==> src/dtcp_pkg.sv <==
`default_nettype none
package dtcp_pkg;

  // apb address and data widths
  localparam int unsigned ADDR_W = 12;
  localparam int unsigned DATA_W = 32;

  // register indices; byte address is four times the index
  localparam logic [9:0] IDX_CTRL = 10'h088;
  localparam logic [9:0] IDX_MODE = 10'h089;
  localparam logic [9:0] IDX_CL0  = 10'h08A;
  localparam logic [9:0] IDX_CL1  = 10'h08B;
  localparam logic [9:0] IDX_CH0  = 10'h08C;
  localparam logic [9:0] IDX_CH1  = 10'h08D;

  // control register bit positions
  localparam int unsigned CTL_RUN0 = 4;
  localparam int unsigned CTL_OVF0 = 5;
  localparam int unsigned CTL_RUN1 = 6;
  localparam int unsigned CTL_OVF1 = 7;

  // mode register: timer 1 nibble offset, field positions inside a nibble
  localparam int unsigned MOD_T1_LSB = 4;
  localparam int unsigned MOD_SRC    = 2;
  localparam int unsigned MOD_GATE   = 3;

  // reset values and counter limits
  localparam logic [7:0] BYTE_RST   = 8'h00;
  localparam logic [7:0] BYTE_TOP   = 8'hFF;
  localparam logic [4:0] PRESC_TOP  = 5'h1F;
  localparam logic [4:0] PRESC_ONE  = 5'h01;
  localparam logic [7:0] BYTE_ONE   = 8'h01;
  localparam int unsigned PERIPH_DIV = 6;

  // operating modes of the two-bit mode field
  typedef enum logic [1:0] {
    MODE_PRESC,
    MODE_16,
    MODE_RELOAD,
    MODE_SPLIT
  } dtcp_mode_t;

endpackage
`default_nettype wire

==> src/dtcp_timer_pair.sv <==
// How it works
// 16-bit mode: low byte carries into high byte, high overflow sets flag.
// setting run bit only enables counting, counts are never cleared by it.
// software stops a timer before presetting its count bytes.
// software stops a timer before changing its source or mode fields.
// source 0: count once every peripheral cycle.
// source 1: sample count pin per peripheral cycle, count high-then-low samples.
// pin edge recognised within two peripheral cycles, count shows the cycle after.
// external source holds each level at least one peripheral cycle.
// gate clear: run bit alone; gate set: gate pin also controls counting.
// rollover from all ones sets the overflow flag and interrupt request.
// interrupt service acknowledge clears the overflow flag.
// 13-bit mode: low five bits prescale by 32, carry into high byte.
// auto-reload: low byte counts, reloads from untouched high byte on overflow.
// split mode: timer 0 low byte is a normal 8-bit timer or counter.
// split mode: timer 0 high byte counts clock, uses timer 1 run and flag.
// timer 1 in mode 3 halts and keeps its count.
// timer 0 uses mode low nibble and control bits 4,5; timer 1 mode high nibble and control bits 6,7.
// timer 1 overflow drives the baud tick, also flagless during split mode.
// one count step per six timer clock periods.
// mode field 00 prescaled, 01 16-bit, 10 auto-reload, 11 split or hold.
// with gating, count only while gate pin high and run bit set.
// all count bytes reset to zero.
// count and gate pins are synchronised before edge detection or gating.
//
// Implementation choices: the APB register port and the register offsets.
`timescale 1ns/1ps
`default_nettype none
module dtcp_timer_pair
  import dtcp_pkg::*;
#(
  parameter int unsigned DIV = PERIPH_DIV
)(
  input  wire logic              sys_clk_i,
  input  wire logic              rst_b_i,
  input  wire logic              psel_i,
  input  wire logic              penable_i,
  input  wire logic              pwrite_i,
  input  wire logic [ADDR_W-1:0] paddr_i,
  input  wire logic [DATA_W-1:0] pwdata_i,
  input  wire logic [3:0]        pstrb_i,
  output logic      [DATA_W-1:0] prdata_o,
  output logic                   pready_o,
  output logic                   pslverr_o,
  input  wire logic              count_pin_0_i,
  input  wire logic              count_pin_1_i,
  input  wire logic              gate_pin_0_i,
  input  wire logic              gate_pin_1_i,
  input  wire logic              intr_ack_0_i,
  input  wire logic              intr_ack_1_i,
  output logic                   irq_0_o,
  output logic                   irq_1_o,
  output logic                   baud_tick_o
);

  // refuse a divider the tick counter cannot serve
  if (DIV < 2 || DIV > 255)
  begin : g_bad_div
    $error("dtcp_timer_pair: DIV must be 2..255");
  end

  localparam logic [7:0] DIV_LAST = 8'(DIV - 1);

  logic [7:0]  div_cnt_ff;
  logic        tick_ff;
  logic [3:0]  pin_s1_ff;
  logic [3:0]  pin_s2_ff;
  logic [3:0]  pin_s3_ff;
  logic [3:0]  pin_filt_ff;
  logic [1:0]  smp_ff;
  logic [1:0]  run_ff;
  logic [1:0]  flag_ff;
  logic [7:0]  mode_ff;
  logic [7:0]  cl0_ff;
  logic [7:0]  ch0_ff;
  logic [7:0]  cl1_ff;
  logic [7:0]  ch1_ff;
  logic [DATA_W-1:0] prdata_ff;
  logic        pready_ff;
  logic        pslverr_ff;
  logic        baud_ff;

  logic [9:0]  idx;
  logic        hit;
  logic [7:0]  rd_byte;
  logic        wr_en;
  logic        wr_ctrl;
  logic        wr_mode;
  logic        wr_cl0;
  logic        wr_ch0;
  logic        wr_cl1;
  logic        wr_ch1;
  dtcp_mode_t  mode0;
  dtcp_mode_t  mode1;
  logic        split0;
  logic [1:0]  fall;
  logic [1:0]  en;
  logic [1:0]  inc;
  logic        inc_h0;
  logic [16:0] res0;
  logic [16:0] res1;
  logic [7:0]  nxt_ch0;
  logic        ovf_h0;
  logic [1:0]  flag_set;
  logic [1:0]  ack;

  // one increment step of a timer in the given mode, result is {ovf, hi, lo}
  function automatic logic [16:0] dtcp_step(input dtcp_mode_t m, input logic [7:0] lo,
                                            input logic [7:0] hi, input logic step);
    logic [16:0] r;
    r = {1'b0, hi, lo};
    if (step)
    begin
      unique case (m)
        MODE_PRESC:
        begin
          // upper low-byte bits just hold; they never feed the carry
          r[4:0] = lo[4:0] + PRESC_ONE;
          if (lo[4:0] == PRESC_TOP)
          begin
            r[15:8] = hi + BYTE_ONE;
            r[16]   = (hi == BYTE_TOP);
          end
        end
        MODE_16:     r = {1'b0, hi, lo} + 17'h00001;
        MODE_RELOAD: r = (lo == BYTE_TOP) ? {1'b1, hi, hi} : {1'b0, hi, lo + BYTE_ONE};
        MODE_SPLIT:  r = {lo == BYTE_TOP, hi, lo + BYTE_ONE};
      endcase
    end
    return r;
  endfunction

  // peripheral cycle tick, one pulse every DIV clocks
  always_ff @(posedge sys_clk_i or negedge rst_b_i)
  begin
    if (!rst_b_i)
    begin
      div_cnt_ff <= 8'h00;
      tick_ff    <= 1'b0;
    end
    else
    begin
      div_cnt_ff <= (div_cnt_ff == DIV_LAST) ? 8'h00 : div_cnt_ff + 8'h01;
      tick_ff    <= (div_cnt_ff == DIV_LAST);
    end
  end

  // three-flop synchronisers; filtered level moves only when stages two and three agree
  for (genvar g = 0; g < 4; g++)
  begin : g_sync
    always_ff @(posedge sys_clk_i or negedge rst_b_i)
    begin
      if (!rst_b_i)
      begin
        pin_s1_ff[g]   <= 1'b0;
        pin_s2_ff[g]   <= 1'b0;
        pin_s3_ff[g]   <= 1'b0;
        pin_filt_ff[g] <= 1'b0;
      end
      else
      begin
        pin_s1_ff[g] <= (g == 0) ? count_pin_0_i : (g == 1) ? count_pin_1_i :
                        (g == 2) ? gate_pin_0_i : gate_pin_1_i;
        pin_s2_ff[g] <= pin_s1_ff[g];
        pin_s3_ff[g] <= pin_s2_ff[g];
        if (pin_s2_ff[g] == pin_s3_ff[g])
          pin_filt_ff[g] <= pin_s3_ff[g];
      end
    end
  end

  // field decode per timer
  assign mode0  = dtcp_mode_t'(mode_ff[1:0]);
  assign mode1  = dtcp_mode_t'(mode_ff[MOD_T1_LSB+1:MOD_T1_LSB]);
  assign split0 = (mode0 == MODE_SPLIT);
  assign ack    = {intr_ack_1_i, intr_ack_0_i};

  // per-timer sampling, gating and increment
  for (genvar t = 0; t < 2; t++)
  begin : g_cnt
    localparam int unsigned NB = t * MOD_T1_LSB;

    // one sample per peripheral cycle; a high then low pair is one edge
    always_ff @(posedge sys_clk_i or negedge rst_b_i)
    begin
      if (!rst_b_i)
        smp_ff[t] <= 1'b0;
      else if (tick_ff)
        smp_ff[t] <= pin_filt_ff[t];
    end

    assign fall[t] = smp_ff[t] & ~pin_filt_ff[t];
    assign inc[t]  = en[t] & tick_ff & (mode_ff[NB+MOD_SRC] ? fall[t] : 1'b1);
  end

  // timer 1 keeps running for the baud tick while timer 0 borrows its run bit
  assign en[0] = run_ff[0] & (~mode_ff[MOD_GATE] | pin_filt_ff[2]);
  assign en[1] = (split0 ? 1'b1 : run_ff[1]) & (mode1 != MODE_SPLIT)
               & (~mode_ff[MOD_T1_LSB+MOD_GATE] | pin_filt_ff[3]);

  // next counts; split mode hands timer 0 high byte to timer 1 run bit
  always_comb
  begin
    res0    = dtcp_step(mode0, cl0_ff, ch0_ff, inc[0]);
    res1    = dtcp_step(mode1, cl1_ff, ch1_ff, inc[1]);
    inc_h0  = split0 & run_ff[1] & tick_ff;
    nxt_ch0 = split0 ? ch0_ff + {7'h00, inc_h0} : res0[15:8];
    ovf_h0  = inc_h0 & (ch0_ff == BYTE_TOP);
    flag_set[0] = res0[16];
    flag_set[1] = split0 ? ovf_h0 : res1[16];
  end

  // apb decode; writes land on the access edge with pready high
  assign idx     = paddr_i[ADDR_W-1:2];
  assign hit     = (idx == IDX_CTRL) || (idx == IDX_MODE) || (idx == IDX_CL0) ||
                   (idx == IDX_CL1) || (idx == IDX_CH0) || (idx == IDX_CH1);
  assign wr_en   = psel_i & penable_i & pready_ff & pwrite_i & pstrb_i[0];
  assign wr_ctrl = wr_en & (idx == IDX_CTRL);
  assign wr_mode = wr_en & (idx == IDX_MODE);
  assign wr_cl0  = wr_en & (idx == IDX_CL0);
  assign wr_ch0  = wr_en & (idx == IDX_CH0);
  assign wr_cl1  = wr_en & (idx == IDX_CL1);
  assign wr_ch1  = wr_en & (idx == IDX_CH1);

  // read mux; low control bits belong to the external interrupt block and read zero
  always_comb
  begin
    unique case (idx)
      IDX_CTRL: rd_byte = {flag_ff[1], run_ff[1], flag_ff[0], run_ff[0], 4'h0};
      IDX_MODE: rd_byte = mode_ff;
      IDX_CL0:  rd_byte = cl0_ff;
      IDX_CH0:  rd_byte = ch0_ff;
      IDX_CL1:  rd_byte = cl1_ff;
      IDX_CH1:  rd_byte = ch1_ff;
      default:  rd_byte = 8'h00;
    endcase
  end

  // zero-wait slave: answer prepared in the setup cycle, ready in the first access cycle
  always_ff @(posedge sys_clk_i or negedge rst_b_i)
  begin
    if (!rst_b_i)
    begin
      pready_ff  <= 1'b0;
      pslverr_ff <= 1'b0;
      prdata_ff  <= '0;
    end
    else
    begin
      pready_ff  <= psel_i & ~penable_i;
      pslverr_ff <= psel_i & ~penable_i & ~hit;
      if (psel_i & ~penable_i & ~pwrite_i)
        prdata_ff <= {24'h000000, rd_byte};
    end
  end

  // control and mode bits; run bit write leaves counts alone
  always_ff @(posedge sys_clk_i or negedge rst_b_i)
  begin
    if (!rst_b_i)
    begin
      run_ff  <= 2'b00;
      mode_ff <= 8'h00;
    end
    else
    begin
      if (wr_ctrl)
        run_ff <= {pwdata_i[CTL_RUN1], pwdata_i[CTL_RUN0]};
      if (wr_mode)
        mode_ff <= pwdata_i[7:0];
    end
  end

  // overflow flags: hardware set beats acknowledge and software clear
  for (genvar f = 0; f < 2; f++)
  begin : g_flag
    localparam int unsigned FB = f ? CTL_OVF1 : CTL_OVF0;
    always_ff @(posedge sys_clk_i or negedge rst_b_i)
    begin
      if (!rst_b_i)
        flag_ff[f] <= 1'b0;
      else if (flag_set[f])
        flag_ff[f] <= 1'b1;
      else if (wr_ctrl)
        flag_ff[f] <= pwdata_i[FB];
      else if (ack[f])
        flag_ff[f] <= 1'b0;
    end
  end

  // count bytes; a software preset wins, stopping first is the caller's job
  always_ff @(posedge sys_clk_i or negedge rst_b_i)
  begin
    if (!rst_b_i)
    begin
      cl0_ff <= BYTE_RST;
      ch0_ff <= BYTE_RST;
      cl1_ff <= BYTE_RST;
      ch1_ff <= BYTE_RST;
    end
    else
    begin
      cl0_ff <= wr_cl0 ? pwdata_i[7:0] : res0[7:0];
      ch0_ff <= wr_ch0 ? pwdata_i[7:0] : nxt_ch0;
      cl1_ff <= wr_cl1 ? pwdata_i[7:0] : res1[7:0];
      ch1_ff <= wr_ch1 ? pwdata_i[7:0] : res1[15:8];
    end
  end

  // baud tick is the raw timer 1 overflow, independent of its flag
  always_ff @(posedge sys_clk_i or negedge rst_b_i)
  begin
    if (!rst_b_i)
      baud_ff <= 1'b0;
    else
      baud_ff <= res1[16];
  end

  assign prdata_o    = prdata_ff;
  assign pready_o    = pready_ff;
  assign pslverr_o   = pslverr_ff;
  assign irq_0_o     = flag_ff[0];
  assign irq_1_o     = flag_ff[1];
  assign baud_tick_o = baud_ff;
endmodule
`default_nettype wire

==> config.mk <==
export PLATFORM = sky130hd
export DESIGN_NAME = dtcp_timer_pair
export DESIGN_NICKNAME = d
export VERILOG_FILES = /design/src/dtcp_pkg.sv /design/src/dtcp_timer_pair.sv
export SDC_FILE = /design/constraint.sdc
export NUM_CORES = 1
export LEC_CHECK = 0
export ABC_CLOCK_PERIOD_IN_PS = 4700
export CAP_MARGIN = 30
export CORE_MARGIN = 3
export CORE_UTILIZATION = 60
export CTS_CLUSTER_DIAMETER = 100
export CTS_CLUSTER_SIZE = 14
export DETAILED_ROUTE_END_ITERATION = 10
export DONT_BUFFER_PORTS = 1
export PLACE_DENSITY = 0.88
export SYNTH_ARGS = -nofsm -noshare
export SYNTH_HDL_FRONTEND = slang
export SYNTH_SLANG_ARGS = --single-unit
==> constraint.sdc <==
create_clock -name sys_clk_i -period 4.7 [get_ports sys_clk_i]
set_input_delay 1.175 -clock sys_clk_i [delete_from_list [all_inputs] [get_ports sys_clk_i]]
set_output_delay 1.175 -clock sys_clk_i [all_outputs]
set_load 0.02 [all_outputs]
# [Yosys cells after proc, flatten, opt, wreduce, memory -nomap -nowiden]
# Cells that the tools add are included.
[classes] n_mux=29 add_sub_neg=10 n_eq_ne=29 bitwise=34 shift=0 order_cmp=0 n_reduce_logical=19 multipliers=0 div_mod_pow=0
[ops] operator="$pmux 9 s4" n=2
[ops] operator="$mux 17" n=4
[ops] operator="$eq 10x8->1 const B" n=6
[ops] operator="$mux 8" n=6
[ops] operator="$pmux 8 s6" n=1
[ops] operator="$add 8x1->8 const B" n=5
[ops] operator="$pmux 5 s4" n=2
[ops] operator="$add 16x1->17 const B" n=2
[ops] operator="$eq 8x8->1 const B" n=4
[ops] operator="$and 1x1->1" n=25
[ops] operator="$mux 9" n=2
[ops] operator="$pmux 3 s3" n=2
[ops] operator="$add 5x1->5 const B" n=2
[ops] operator="$eq 5x5->1 const B" n=2
[ops] operator="$mux 1" n=10
[ops] operator="$reduce_bool 3->1" n=3
[ops] operator="$add 8x1->8" n=1
[ops] operator="$eq 2x2->1 const B" n=4
[ops] operator="$eq 8x3->1 const B" n=1
[ops] operator="$reduce_bool 4->1" n=2
[ops] operator="$not 1->1" n=7
[ops] operator="$ne 2x2->1 const B" n=3
[ops] operator="$ne 3x3->1 const B" n=2
[ops] operator="$reduce_bool 2->1" n=3
[ops] operator="other kinds (9)" n=20
[word_totals] input_bits=59 n_memories=0 romBits=0 latch_bits=0 reg_bits=82 mem_bits_rw=0

# [Logic depth before layout (Yosys ltp)]
[depth] ltp_word=9 mapped_depth=12 ltp_nobuf=10

# [Least setup slack after synthesis]
# OpenSTA, ideal clock, no wires.
[synth_path] kind="input-to-reg" start="input paddr_i[7]" end="register ch0_ff[6]" t_arrival_ps=2819 stages=7 path_slack_ps=1804 required_ps=4623 cell_sequence="or4b_1 -> buf_2 -> or4_4 -> buf_6 -> o211ai_2 -> o311ai_1 -> a21oi_1"
[synth_via] elab_chain_cells=4 word_cells_on_any_way=7 cone_classes="eq/ne: 3; mux: 1; bitwise: 1; reduce/logical: 2"
[synth_lines] item="start: declaration" line_no="dtcp_timer_pair.sv:39" rtl="input wire logic [ADDR_W-1:0] paddr_i,"
[synth_lines] item="$eq 10x8->1 (*)" line_no="dtcp_timer_pair.sv:221" rtl="assign wr_ch0 = wr_en & (idx == IDX_CH0);"
[synth_lines] item="$and 1x1->1 (*)" line_no="dtcp_timer_pair.sv:221"
[synth_lines] item="$ne 4x4->1 (no line) (tied with other cells)"
[synth_lines] item="$reduce_and 3->1 (no line)"
[synth_lines] item="end signal: assignment" line_no="dtcp_timer_pair.sv:304" rtl="ch0_ff <= wr_ch0 ? pwdata_i[7:0] : nxt_ch0;"
[synth_lines] item="end: declaration" line_no="dtcp_timer_pair.sv:75" rtl="logic [7:0] ch0_ff;"
# Every way passes the cells marked *; elsewhere a longest branch is shown, timed or not.
# A chain may end at the register's enable or synchronous reset.

# [Final worst setup path]
[layout_path] start="register mode_ff[1]" end="register ch0_ff[6]"
[layout_via] elab_chain_cells=6 word_cells_on_any_way=15 cone_classes="add/sub: 1; eq/ne: 5; mux: 4; bitwise: 2; reduce/logical: 3"
[layout_lines] item="start: declaration" line_no="dtcp_timer_pair.sv:73" rtl="logic [7:0] mode_ff;"
[layout_lines] item="start signal: assignment" line_no="dtcp_timer_pair.sv:270" rtl="mode_ff <= pwdata_i[7:0];"
[layout_lines] item="$eq 2x2->1" line_no="dtcp_timer_pair.sv:114, dtcp_timer_pair.sv:175"
[layout_lines] item="$and 1x1->1 (2 in series)" line_no="dtcp_timer_pair.sv:206" rtl="inc_h0 = split0 & run_ff[1] & tick_ff;"
[layout_lines] item="$add 8x1->8" line_no="dtcp_timer_pair.sv:207" rtl="nxt_ch0 = split0 ? ch0_ff + {7'h00, inc_h0} : res0[15:8];"
[layout_lines] item="$mux 8" line_no="dtcp_timer_pair.sv:207"
[layout_lines] item="$mux 8" line_no="dtcp_timer_pair.sv:304"
# Several ways; a longest one is shown, not always the timed one. The select of a mux whose other input is x is not followed.

==> impl_metrics.py <==
metrics = {
    "clock_tree": {
        "post_cts.repair.setup_buffers": 0,
        "clock_path_buffers": 2,
        "cts_sinks": 82,
        "clkTransAtPathRegs_ns": 0.10,
        "cts_resized": 0,
        "cts-hold-fix-buffers": 0,
        "htreeDepth": 3,
        "clk_latency_ns": 0.37,
        "cts_made_buffers": 9,
        "root_buffer": "clkbuf_8",
        "cts_tree": "done",
    },
    "die": {
        "rows": 34,
        "die_x_um": 101,
        "floorplan.initialDensity": 0.618,
        "pin_count": 96,
        "coreArea_um2": 8760,
        "dieArea_um2": 10200,
        "floorplan.die.height_um": 101,
    },
    "routing": {
        "routedWlPerCell_um": 21.2,
        "drt_iter0_drc": 579,
        "avgViaCountPerCell": 7.07,
        "drc": 0,
        "vias": 4950,
        "wl_mm": 14.8,
        "dr.pass1.iters": 6,
        "antenna_left": 0,
    },
    "timing": {
        "drv_slew": 0,
        "tightestPinTransition_ns": 0.884,
        "slew_headroom": 0.409,
        "max_freq_ghz": 0.334,
        "rsz0062_at_grt": "no",
        "finalHoldViolCount": 0,
        "hold_ws_ns": 0.354,
        "setup_viol": 0,
        "period_minus_slack_ns": 3.00,
        "fin_setup_tns_ns": 0,
        "finalCritPeriodShare": 0.637,
        "finalClockSkew_ns": 0.0133,
    },
    "finish": {
        "syn_to_final_growth_pct": 2.75,
        "final_nets": 666,
        "drive_gt1_frac": 0.0676,
        "diodes": 0,
        "post-route-util": 0.635,
        "stdcell_area_um2": 5570,
    },
    "yosys": {
        "synth_xor_area_frac": 0.0275,
        "synth.area.top_cells": "dfrtp_1 38%, ha_1 4.6%, a21oi_1 3.3%, buf_4 3.3%, nand3_1 3.2%",
        "synthDominantCellAreaShare": 0.379,
        "synth_simple_gate_area_frac": 0.210,
        "yosysMostFrequentCell": "dfrtp_1",
        "synth_area_per_cell_um2": 9.03,
        "synthMuxAreaShare": 0.0379,
        "synthesis.instances": 600,
        "synth_commonest_cells": "82 x dfrtp_1, 45 x nor2_1, 42 x nand2_1",
        "synth_top_area_cell": "dfrtp_1",
        "synth_compound_area_frac": 0.219,
        "yosysUniqueCellTypes": 77,
        "yosys_register_bits": 82,
        "syn_area_um2": 5420,
        "seq_area_frac_synth": 0.379,
        "async_reset_ff_frac": 1.00,
        "synth_edf_count": 0,
        "synthAdderAreaFrac": 0.0536,
        "yosysWarnings": 0,
        "synth_ff_type": "dfrtp_1",
        "synth_top_family_by_area": "compound AO/OA/AOI/OAI gates",
    },
    "run_status": {
        "status": "finished, final reports clean",
    },
    "placement": {
        "place_area_um2": 5380,
        "post-dp-hpwl_mm": 10.7,
        "place_congestion": 0.980,
        "portBuffers": 0,
    },
    "global_route": {
        "globalRouteTotalUtil": 0.296,
        "grt-ovfl-total": 0,
        "grt_pass1_vias": 4572,
        "grt_max_degree": 83,
        "antenna_found_initial": 0,
        "grt_pass1_wl_mm": 23.5,
    },
    "worst_setup_path": {
        "cp_slowest_cell": "ha_1",
        "cp-startpoint": "mode_ff[1]",
        "path_max_fanout": 23,
        "r2r_cells": 10,
        "cp_slowest_stage_delay_ns": 0.73,
        "worstSetupStartpointType": "register",
        "cp_data_required_time_ns": 4.96,
        "end_kind": "register",
        "cp.arrival_ns": 3.25,
        "r2r_start": "mode_ff[1]",
        "worstPathCellList": "ha_1 -> nand3_1 -> inv_1 -> ha_1 -> ha_1 -> nand3_1 -> o31ai_1 -> nand3_2 -> o311ai_1 -> a21oi_1",
        "crit_path_frequent_cell": "ha_1",
        "rrSetupSlack_ns": 1.70,
        "crit_type": "reg2reg",
        "endpoint": "ch0_ff[6]",
        "regToRegEndpoint": "ch0_ff[6]",
    },
    "power": {
        "leakage_nw": 2.29,
        "pwr_density_cell_nw_per_um2": 245,
        "peakVddDrop_uv": 138,
    },
    "job": {
        "cap_violations": 0,
    },
    "worst_hold_path": {
        "hp-class": "reg2reg",
    },
}
[where the power goes]
| group | internal (mW) | leakage, nW | switching (mW) |
|---|---|---|---|
| Combinational | 0.0292 | 1.26 | 0.0484 |
| Sequential | 0.732 | 0.941 | 0.0444 |
| Clock | 0.216 | 0.0918 | 0.293 |
| Total | 0.977 | 2.29 | 0.386 |
[cell usage in the layout (no fill, tap or decap), drive strengths merged, types with 7 or more instances in the layout]
cell	synthesis	layout
xnor2	11	11
dfrtp	82	82
and3	14	14
clkbuf	23	10
o211ai	8	8
nand4	14	14
a221oi	19	19
ha	20	20
mux2	12	12
a21oi	36	36
nor4	10	10
o32ai	7	7
o21ai	32	32
o31ai	13	13
mux2i	7	7
nor2	45	45
inv	25	29
nand2	42	42
nand3	36	36
nor3	11	11
conb	1	24
[state kept, by name (all words and copies together) (netlist names), 2 cells and up]
| signal | cells |
|---|---|
| cl0_ff | 8 |
| pin_s2_ff | 4 |
| ch0_ff | 8 |
| pin_filt_ff | 4 |
| pin_s1_ff | 4 |
| div_cnt_ff | 8 |
| mode_ff | 8 |
| smp_ff | 2 |
| prdata_o | 8 |
| cl1_ff | 8 |
| run_ff | 2 |
| pin_s3_ff | 4 |
| ch1_ff | 8 |
[worst min path at each step]
| stage | start | endpoint | slack, ns | depth (start not counted) |
|---|---|---|---|---|
| 4_1_cts | pin_s1_ff[3] | pin_s2_ff[3] | 0.36 | 0 |
| 3_5_place_dp | pin_s1_ff[3] | pin_s2_ff[3] | 0.34 | 0 |
| 5_1_grt | pin_s1_ff[1] | pin_s2_ff[1] | 0.37 | 0 |
| 3_3_place_gp | pin_s1_ff[3] | pin_s2_ff[3] | 0.33 | 0 |
| 6_report | pin_s1_ff[3] | pin_s2_ff[3] | 0.35 | 0 |
| 2_1_floorplan | pin_s1_ff[0] | pin_s2_ff[0] | 0.33 | 0 |
[critical path: cells and delay by family (launching register included)]
kind | cells | cell delay (ns)
simple gates | 3 | 0.54
compound gates | 3 | 0.69
buf+inv | 1 | 0.12
fa+ha+maj | 3 | 1.16
flops | 1 | 0.39
[metrics by stage]
stage | std cells | power (mW) | setup WS (ns)
CTS | 700 | 1.37 | 1.75
finish | 700 | 1.36 | 1.70
global route | 700 | 1.40 | 1.51
detailed placement | 684 | 0.865 | 1.64
global placement | 684 | 0.861 | 1.69
floorplan | 623 | 0.864 | 1.80
[metal layers]
metal | track usage | vias to the layer above | wire length, um
met4 | 0.118 | 0 | 679
met1 | 0.391 | 2363 | 5760
met3 | 0.0664 | 76 | 1470
met5 | 0 | - | 0
li1 | - | 2200 | -
met2 | 0.473 | 311 | 6940
[logic make-up after synthesis]
group                      Yosys count
other                                1
buffers and inverters               77
AOI/OAI and AO/OA                  169
DFF                                 82
xor gates and xnor gates            17
muxes                               19
and+or+nand+nor                    211
adders and majority gates           24
[area by class of cell]
| class | count | area (um2) |
|---|---|---|
| inverter | 26 | 97.6 |
| clock inverter | 6 | 52.6 |
| tap | 108 | 135 |
| multi-input combinational | 464 | 3060 |
| clock buffer | 10 | 138 |
| timing repair buffer | 4 | 30.0 |
| sequential | 82 | 2050 |
| fill | 704 | 3200 |
No activity file was read; power rests on OpenSTA's default activity.
